**config.mk**
```make
export PLATFORM = sky130hd
export DESIGN_NAME = ssc_spi_ctrl
export DESIGN_NICKNAME = d
export VERILOG_FILES = /design/src/ssc_pkg.sv /design/src/ssc_buf2.sv /design/src/ssc_spi_ctrl.sv
export SDC_FILE = /design/constraint.sdc
export NUM_CORES = 1
export LEC_CHECK = 0
export CAP_MARGIN = 20
export CORE_MARGIN = 2
export CORE_UTILIZATION = 45
export DETAILED_ROUTE_END_ITERATION = 6
export DONT_BUFFER_PORTS = 1
export PLACE_DENSITY_LB_ADDON = 0.15
export SYNTH_ARGS = -nofsm -noshare
export SYNTH_HDL_FRONTEND = slang
export SYNTH_SLANG_ARGS = --single-unit
```
**constraint.sdc**
```tcl
create_clock -name mclk_in -period 2.65 [get_ports mclk_in]
set_input_delay 0.53 -clock mclk_in [delete_from_list [all_inputs] [get_ports mclk_in]]
set_output_delay 0.53 -clock mclk_in [all_outputs]
set_load 0.02 [all_outputs]
```
**src/ssc_pkg.sv**
```systemverilog
/*
  Shared constants and types for the SPI select and master control block.
  Assumes a single 100 MHz system clock and plain-port control bits.
*/
package ssc_pkg;
  // System clock period in ns
  localparam int CLK_PERIOD_NS = 10;
  // Byte width and bit count per transfer
  localparam int BYTE_W = 8;
  localparam logic [3:0] BITS_PER_BYTE = 4'h8;
  // Baud prescaler selection width and base step of the divider
  localparam int RATE_W = 3;
  localparam logic [7:0] DIV_BASE = 8'h01;
  // Pin drive styles for the master-output line
  typedef enum logic [1:0] {
    SSC_PIN_QUASI = 2'b00,
    SSC_PIN_PUSH  = 2'b01,
    SSC_PIN_INPUT = 2'b10,
    SSC_PIN_OPEN  = 2'b11
  } ssc_pin_mode_e;
  // Master shifter states
  typedef enum logic [1:0] {
    SSC_IDLE  = 2'b00,
    SSC_ALIGN = 2'b01,
    SSC_LEAD  = 2'b10,
    SSC_TRAIL = 2'b11
  } ssc_state_e;
  // Reset values of control and status state
  localparam logic       RST_FLAG  = 1'b0;
  localparam logic       RST_TXE   = 1'b1;
  localparam logic [7:0] RST_BYTE  = 8'h00;
  localparam logic [7:0] RST_DIV   = 8'h00;
  localparam logic [2:0] RST_BIT   = 3'h0;
endpackage

```
**src/ssc_buf2.sv**
```systemverilog
/*
  Two-entry valid/ready buffer carrying received bytes.
  Assumes the same clock and synchronous reset as its parent.
*/
`timescale 1ns/1ps
module ssc_buf2 (
  // Clock and reset
  input  wire logic                      mclk_in,
  input  wire logic                      srst_in,
  // Fill side
  input  wire logic                      in_valid_in,
  output logic                           in_ready_out,
  input  wire logic [ssc_pkg::BYTE_W-1:0] in_data_in,
  // Drain side
  output logic                           out_valid_out,
  input  wire logic                      out_ready_in,
  output logic [ssc_pkg::BYTE_W-1:0]     out_data_out
);
  import ssc_pkg::*;

  logic [BYTE_W-1:0] mem_q [2];
  logic              wptr_q;
  logic              rptr_q;
  logic [1:0]        cnt_q;
  logic              push;
  logic              pop;

  // Handshakes and honest full/empty
  assign in_ready_out  = (cnt_q != 2'h2);
  assign out_valid_out = (cnt_q != 2'h0);
  assign push          = in_valid_in && in_ready_out;
  assign pop           = out_valid_out && out_ready_in;
  assign out_data_out  = mem_q[rptr_q];

  // Storage writes
  always_ff @(posedge mclk_in) begin
    if (push) begin
      mem_q[wptr_q] <= in_data_in;
    end
  end

  // Pointers and occupancy
  always_ff @(posedge mclk_in) begin
    if (srst_in) begin
      wptr_q <= 1'b0;
      rptr_q <= 1'b0;
      cnt_q  <= 2'h0;
    end else begin
      if (push) begin
        wptr_q <= ~wptr_q;
      end
      if (pop) begin
        rptr_q <= ~rptr_q;
      end
      cnt_q <= cnt_q + {1'b0, push} - {1'b0, pop};
    end
  end
endmodule

```
**src/ssc_spi_ctrl.sv**
```systemverilog
/*
  SPI select handling, pin direction, master transmit buffering, transmit-empty
  and transfer-complete flags, and mode-fault detection.
  Assumes control bits arrive as plain ports from same-clock software logic and
  the SPI pins arrive unsynchronised from the pads.
*/
// Summary of operation
// - As slave, slave-output floats whenever select is high, unless clock-phase and select-disable are both set.
// - Master with select-disable set: select pin is ignored, no mode fault.
// - Clearing select-disable leaves a set mode fault flag alone.
// - Slave with clock-phase and select-disable set counts as always selected.
// - Select low as master without select-ignore or select-disable drops master, clock and master-output pins become inputs.
// - That event sets mode fault and raises the interrupt when enabled.
// - Master bit stays cleared after a fault until software sets it again.
// - With SPI enabled and pin mode not input, pin directions follow the master bit; input mode leaves all pins as inputs.
// - Master-output driven only in transfers; idle pulled high or tristated.
// - Master data write loads buffer; empty shifter takes it, flag sets, transfer starts.
// - First clock edge waits for the next full baud bit period.
// - Byte end sets complete flag, stores received byte unless both receive entries are full, interrupts when enabled.
// - Transmit-empty clears by software or any data write, even mid-transfer.
// - A waiting byte starts the next transfer when one ends.
// - Transmit-empty interrupts only with interrupt enable and enhanced bit set.
// - Select-ignore set: select pin ignored, master stays, no mode fault.
// - A master transfer gives exactly eight clock cycles.
// - Most significant bit first unless the data-order bit picks least first.
`timescale 1ns/1ps
module ssc_spi_ctrl (
  // Clock and reset
  input  wire logic                        mclk_in,
  input  wire logic                        srst_in,
  // Control bits
  input  wire logic                        spi_enable_bit_in,
  input  wire logic                        master_set_in,
  input  wire logic                        master_clear_in,
  input  wire logic                        select_disable_bit_in,
  input  wire logic                        select_ignore_bit_in,
  input  wire logic                        clock_phase_bit_in,
  input  wire logic                        clock_polarity_bit_in,
  input  wire logic                        data_order_bit_in,
  input  wire logic                        enhanced_interrupt_bit_in,
  input  wire logic                        spi_irq_enable_in,
  input  wire logic [ssc_pkg::RATE_W-1:0]  rate_sel_in,
  input  wire ssc_pkg::ssc_pin_mode_e      pin_mode_in,
  // Data register write and flag clears
  input  wire logic                        data_wr_in,
  input  wire logic [ssc_pkg::BYTE_W-1:0]  data_wdata_in,
  input  wire logic                        txe_clear_in,
  input  wire logic                        done_clear_in,
  input  wire logic                        fault_clear_in,
  // Receive stream, read of the data register
  output logic                             rx_valid_out,
  input  wire logic                        rx_ready_in,
  output logic [ssc_pkg::BYTE_W-1:0]       rx_data_out,
  // Status
  output logic                             master_select_bit_out,
  output logic                             transmit_empty_flag_out,
  output logic                             transfer_complete_flag_out,
  output logic                             mode_fault_flag_out,
  output logic                             busy_out,
  output logic                             spi_irq_out,
  // Serial clock pin
  input  wire logic                        sck_in,
  output logic                             sck_out,
  output logic                             sck_oe_n_out,
  // Master-output pin
  input  wire logic                        mosi_in,
  output logic                             mosi_out,
  output logic                             mosi_oe_n_out,
  // Slave-output pin
  output logic                             miso_out,
  output logic                             miso_oe_n_out,
  input  wire logic                        miso_in,
  // Select pin
  input  wire logic                        ss_n_in
);
  import ssc_pkg::*;

  ssc_state_e        state_q;
  logic [1:0]        ss_sync_q;
  logic [1:0]        miso_sync_q;
  logic              master_q;
  logic              fault_q;
  logic              done_q;
  logic              txe_q;
  logic              buf_full_q;
  logic [BYTE_W-1:0] buf_q;
  logic [BYTE_W-1:0] shift_q;
  logic [2:0]        bit_q;
  logic [7:0]        div_q;
  logic              sck_q;
  logic              mosi_q;
  logic              tick;
  logic              fault_evt;
  logic              load_shift;
  logic              byte_end;
  logic              rx_push;
  logic              rx_ready;
  logic              sample_bit;
  logic              selected;
  logic              drive_mosi;
  logic [7:0]        div_last;

  // Pads pass two flip-flops before use
  always_ff @(posedge mclk_in) begin
    if (srst_in) begin
      ss_sync_q   <= 2'b11;
      miso_sync_q <= 2'b11;
    end else begin
      ss_sync_q   <= {ss_sync_q[0], ss_n_in};
      miso_sync_q <= {miso_sync_q[0], miso_in};
    end
  end

  // Fault: only master, select honoured, and select low
  assign fault_evt = spi_enable_bit_in && master_q && !select_ignore_bit_in
                     && !select_disable_bit_in && !ss_sync_q[1];

  // Master bit: software sets, a fault clears and holds it clear
  always_ff @(posedge mclk_in) begin
    if (srst_in) begin
      master_q <= RST_FLAG;
    end else if (fault_evt) begin
      master_q <= 1'b0;
    end else if (master_set_in) begin
      master_q <= 1'b1;
    end else if (master_clear_in) begin
      master_q <= 1'b0;
    end
  end

  // Mode fault flag; set wins over clear, select-disable never clears it
  always_ff @(posedge mclk_in) begin
    if (srst_in) begin
      fault_q <= RST_FLAG;
    end else if (fault_evt) begin
      fault_q <= 1'b1;
    end else if (fault_clear_in) begin
      fault_q <= 1'b0;
    end
  end

  // Baud divider: half-period is DIV_BASE shifted by the rate selection
  assign div_last = (DIV_BASE << rate_sel_in) - DIV_BASE;
  assign tick     = (div_q >= div_last);
  always_ff @(posedge mclk_in) begin
    if (srst_in || tick) begin
      div_q <= RST_DIV;
    end else begin
      div_q <= div_q + DIV_BASE;
    end
  end

  // Byte movement conditions
  assign load_shift = buf_full_q && (state_q == SSC_IDLE) && master_q && spi_enable_bit_in;
  assign byte_end   = tick && (state_q == SSC_TRAIL) && (bit_q == RST_BIT - 3'h1) && !fault_evt;
  assign sample_bit = miso_sync_q[1];

  // Transmit buffer and transmit-empty flag
  always_ff @(posedge mclk_in) begin
    if (srst_in) begin
      buf_q      <= RST_BYTE;
      buf_full_q <= RST_FLAG;
      txe_q      <= RST_TXE;
    end else if (data_wr_in) begin
      buf_q      <= data_wdata_in;
      buf_full_q <= 1'b1;
      txe_q      <= 1'b0;
    end else if (load_shift) begin
      buf_full_q <= 1'b0;
      txe_q      <= 1'b1;
    end else if (txe_clear_in) begin
      txe_q      <= 1'b0;
    end
  end

  // Master shifter: align to a bit period, then eight lead/trail pairs
  always_ff @(posedge mclk_in) begin
    if (srst_in || fault_evt || !spi_enable_bit_in) begin
      state_q <= SSC_IDLE;
      bit_q   <= RST_BIT;
      sck_q   <= 1'b0;
      shift_q <= RST_BYTE;
    end else begin
      unique case (state_q)
        SSC_IDLE: begin
          if (load_shift) begin
            shift_q <= buf_q;
            state_q <= SSC_ALIGN;
          end
        end
        SSC_ALIGN: begin
          if (tick) begin
            state_q <= SSC_LEAD;
          end
        end
        SSC_LEAD: begin
          if (tick) begin
            sck_q   <= 1'b1;
            state_q <= SSC_TRAIL;
          end
        end
        SSC_TRAIL: begin
          if (tick) begin
            sck_q   <= 1'b0;
            bit_q   <= bit_q + 3'h1;
            shift_q <= data_order_bit_in ?
                       {sample_bit, shift_q[BYTE_W-1:1]} :
                       {shift_q[BYTE_W-2:0], sample_bit};
            state_q <= (bit_q == RST_BIT - 3'h1) ? SSC_IDLE : SSC_LEAD;
          end
        end
      endcase
    end
  end

  // Outgoing data bit held in a flip-flop
  always_ff @(posedge mclk_in) begin
    if (srst_in) begin
      mosi_q <= 1'b1;
    end else begin
      mosi_q <= data_order_bit_in ? shift_q[0] : shift_q[BYTE_W-1];
    end
  end

  // Transfer complete flag; set wins over clear
  always_ff @(posedge mclk_in) begin
    if (srst_in) begin
      done_q <= RST_FLAG;
    end else if (byte_end) begin
      done_q <= 1'b1;
    end else if (done_clear_in) begin
      done_q <= 1'b0;
    end
  end

  // Received byte lands in the buffer at the end of each byte unless both entries are full
  assign rx_push = byte_end;
  ssc_buf2 u_rx_buf (
    .mclk_in      (mclk_in),
    .srst_in      (srst_in),
    .in_valid_in  (rx_push),
    .in_ready_out (rx_ready),
    .in_data_in   (data_order_bit_in ? {sample_bit, shift_q[BYTE_W-1:1]}
                                     : {shift_q[BYTE_W-2:0], sample_bit}),
    .out_valid_out(rx_valid_out),
    .out_ready_in (rx_ready_in),
    .out_data_out (rx_data_out)
  );

  // Pin directions; output enables are active low
  assign selected   = !ss_sync_q[1] || (clock_phase_bit_in && select_disable_bit_in);
  assign drive_mosi = master_q && (state_q != SSC_IDLE);
  always_comb begin
    sck_oe_n_out  = 1'b1;
    mosi_oe_n_out = 1'b1;
    miso_oe_n_out = 1'b1;
    sck_out       = clock_polarity_bit_in ^ sck_q;
    mosi_out      = drive_mosi ? mosi_q : 1'b1;
    miso_out      = mosi_q;
    if (spi_enable_bit_in && pin_mode_in != SSC_PIN_INPUT) begin
      if (master_q) begin
        sck_oe_n_out  = 1'b0;
        // Idle line pulled high except in push-pull, where it floats
        mosi_oe_n_out = !(drive_mosi || pin_mode_in != SSC_PIN_PUSH);
      end else begin
        miso_oe_n_out = !selected;
      end
    end
  end

  // Status and interrupt request
  assign master_select_bit_out      = master_q;
  assign transmit_empty_flag_out    = txe_q;
  assign transfer_complete_flag_out = done_q;
  assign mode_fault_flag_out        = fault_q;
  assign busy_out                   = (state_q != SSC_IDLE) || !rx_ready;
  assign spi_irq_out = spi_irq_enable_in &&
                       (done_q || fault_q || (txe_q && enhanced_interrupt_bit_in));
endmodule

```
==> flow_summary.yaml <==
outcome:
  status: "completed"
clocking:
  post_cts_resized: 0
  clk_latency_ns: 0.34
  htreeDepth: 3
  cts_buffers: 9
  clockBufferDepth: 2
  hold_buffers: 0
  post_cts_buffers: 0
  clk_pin_slew_ns: 0.07
  clkSinkCount: 61
  cts_tree: "done"
  clk_root_buffer_cell: "clkbuf_8"
die:
  initial_utilization_pct: 46.6
  pin_count: 55
  die_x_um: 82.6
  dieArea_um2: 6810
  num_rows: 28
  coreArea_um2: 5960
  die_h_um: 82.6
power_and_ir_drop:
  p_int_mw: 1.49
  ir_drop_uv: 304
  p_seq_share_pct: 51.2
  p_switching_mw: 0.482
  sw_frac_of_total_pct: 24.4
  p_per_area_nw_per_um2: 636
  pwr-share-comb_pct: 8.6
  pwr-share-clk_pct: 40.3
  finalPower_mw: 1.97
  p_leak_nw: 1.25
synth:
  synth-compound-area-share_pct: 14.6
  yosysSeqAreaShare_pct: 49.8
  synth_warnings: 0
  yosys.area.top_type: "dfxtp_1"
  synth-adder-area-share_pct: 5.86
  synthSimpleGateAreaFrac_pct: 13.8
  ys_types: 44
  synth.area.top_cells: "dfxtp_1 32%, edfxtp_1 17%, mux2_2 6.5%"
  yosysMostFrequentCell: "dfxtp_1"
  synth_top_family_by_area: "compound AO/OA/AOI/OAI gates"
  ys_ff_latch: 61
  synth.area.mux_share_pct: 9.37
  synth_edf_count: 16
  synthTopCellsByCount: "45 x dfxtp_1, 25 x nor2_1, 22 x a21oi_1, 16 x edfxtp_1, 16 x mux2_2"
  syn-cell-area_um2: 2780
  async_flop_share_pct: 0
  synth-xor-area-share_pct: 3.15
  synthCells: 260
  avgSynthCellArea_um2: 10.7
  synth_nets: 307
  synth_top_area_share_pct: 32.4
  synthFlopType: "dfxtp_1"
timing:
  fin_crit_sh_pct: 87.1
  skew_ns: 0.0103
  rsz0062_at_grt: "false"
  setup_viol: 0
  holdWs_ns: 0.256
  worst_slew_pin_slew_ns: 0.530
  finalHoldViolCount: 0
  slew_headroom_pct: 64.5
  finalMaxSlewViolations: 0
  fmax_mhz: 433
  period_minus_slack_ns: 2.31
detailed_routing:
  wl_per_cell_um: 15.2
  detailedRoute.firstPassIterationCount: 4
  via_count: 1921
  via_per_inst: 5.49
  finalWirelength_um: 5330
  detail-route-antenna-nets: 0
  drc: 0
  drt_first_iter_violations: 48
setup_path:
  reg2regPathDepth: 7
  cpPeakStageDelay_ns: 0.41
  critPathTopFamily: "simple AND/OR/NAND/NOR gates"
  rr_endpoint: "u_rx_buf.mem_q[0][1]$_DFFE_PP_"
  critPathKind: "input port to flop"
  critPathLaunchType: "input port"
  critPathSlowestCell: "a2111oi_4"
  r2r-start: "div_q[5]$_SDFF_PP0_"
  crit_chain: "or3_1 > ha_1 > nand2b_4 > a2111oi_4 > o31a_4 > nor2_1 > ha_1 > xor2_1 > xnor2_1 > nor2_1"
  cp.depth: 10
  crit_required_ns: 2.88
  arrival_ns: 2.54
  crit_buf_inv: 0
  end_kind: "flop"
  r2r_slack_ns: 0.43
  cp_max_fo: 4
grt:
  grt_overflow_total: 0
  grt_usage_pct: 17.0
  antenna_found_initial: 0
  grt_pass1_vias: 1725
  grt_pass1_wl_um: 8380
  grt_max_degree: 26
final_layout:
  area_delta_synth_final_pct: 11.7
  insertedDiodeCount: 0
  fin_nets: 317
  drive_gt1_share_pct: 19.3
  final_cell_area_um2: 3100
  stdcell_count: 350
placed_design:
  portBuffers: 0
  gp_congestion: 0.753
  place_hpwl_um: 3760
  dpl_cell_area_um2: 2910
  dp_cells: 333
worst_hold_path:
  min_to: "mode_fault_flag_out$_SDFFE_PP0P_"
  holdPathStages: 1
  hold_path.class: "input port to flop"
  hp-start: "srst_in"
run:
  cap_violations: 0
## layer usage
layer / vias to the layer above / GRT usage (%) / wire (um)
met1: 899 / 21.8 / 2440
met3: 8 / 4.67 / 295
met2: 48 / 26.2 / 2500
met5: - / 0 / 0
li1: 966 / - / -
met4: 0 / 8.52 / 88
## worst register-to-register path: cells and delay by family, from the launching register on
kind	cells	cell delay [ns]
and+or+nand+nor	2	0.52
DFF	1	0.35
buffers and inverters	3	0.42
adders and majority gates	1	0.31
AOI/OAI and AO/OA	1	0.36
## stage by stage
step | setup WS [ns] | utilization (%) | TNS, ns
final | 0.341 | 52.1 | 0
after detailed placement | -0.222 | 48.8 | -2.13
after floorplan | 0.0568 | - | 0
after CTS | 0.0921 | 52.0 | 0
after global routing | 0.268 | 52.1 | 0
after global placement | -0.228 | 48.8 | -2.02
## sequential cells by signal (all words and copies together), names as in the netlist, named ones only
| signal | cells |
|---|---|
| buf_q | 8 |
| div_q | 8 |
| ss_sync_q | 2 |
| miso_sync_q | 2 |
| state_q | 2 |
| mode_fault_flag_out | 1 |
| shift_q | 8 |
| master_select_bit_out | 1 |
| u_rx_buf.cnt_q | 2 |
| bit_q | 3 |
| sck_q | 1 |
| miso_out | 1 |
| transmit_empty_flag_out | 1 |
| u_rx_buf.mem_q | 16 |
| u_rx_buf.rptr_q | 1 |
| transfer_complete_flag_out | 1 |
| buf_full_q | 1 |
| u_rx_buf.wptr_q | 1 |
## cells by family after synthesis
group	Yosys count
simple gates	75
flops	61
compound gates	56
mux	24
buf+inv	20
fa+ha+maj	13
xor+xnor	10
other cells	1
## worst max path at each step
| stage | startpoint | end | slack (ns) |
|---|---|---|---|
| floorplan | rate_sel_in[0] | u_rx_buf.mem_q[0][0]$_DFFE_PP_ | 0.06 |
| global placement | rate_sel_in[0] | transfer_complete_flag_out$_SDFFE_PP0P_ | -0.23 |
| detailed placement | rate_sel_in[0] | transfer_complete_flag_out$_SDFFE_PP0P_ | -0.22 |
| CTS | rate_sel_in[0] | transfer_complete_flag_out$_SDFFE_PP0P_ | 0.09 |
| global route | rate_sel_in[0] | u_rx_buf.cnt_q[1]$_SDFF_PP0_ | 0.27 |
| finish | rate_sel_in[0] | u_rx_buf.cnt_q[1]$_SDFF_PP0_ | 0.34 |
## cell usage in the layout (no fill, tap or decap), drive strengths merged, types with 3 or more instances in the layout
cell type	n
dfxtp	45
nor2	26
a21oi	22
mux2	16
edfxtp	16
ha	13
nand2	10
inv	10
buf	10
nand3	9
clkbuf	9
a32oi	8
o211ai	8
mux2i	8
xor2	7
or2	5
o21ai	5
nand2b	5
clkinv	5
nand4	4
a211oi	4
or3	3
nor2b	3
xnor2	3
and2	3
## power groups by stage
stage	logic, mW	registers, mW	clock network, mW
6_report	0.169	1.01	0.794
2_1_floorplan	0.155	1.02	0
3_3_place_gp	0.167	1.03	0
3_5_place_dp	0.171	1.03	0
4_1_cts	0.173	1.01	0.808
5_1_grt	0.190	1.01	0.863
## layout make-up
| cell class | count | area (um^2) |
|---|---|---|
| well taps | 75 | 93.8 |
| clock buffers | 9 | 124 |
| multi-input cells | 179 | 1300 |
| flip-flops and latches | 61 | 1380 |
| fillers | 559 | 2850 |
| repair buffers | 10 | 100 |
| clock inverters | 7 | 65.1 |
| inverters | 9 | 33.8 |
Power figures use the tool's default switching activity.
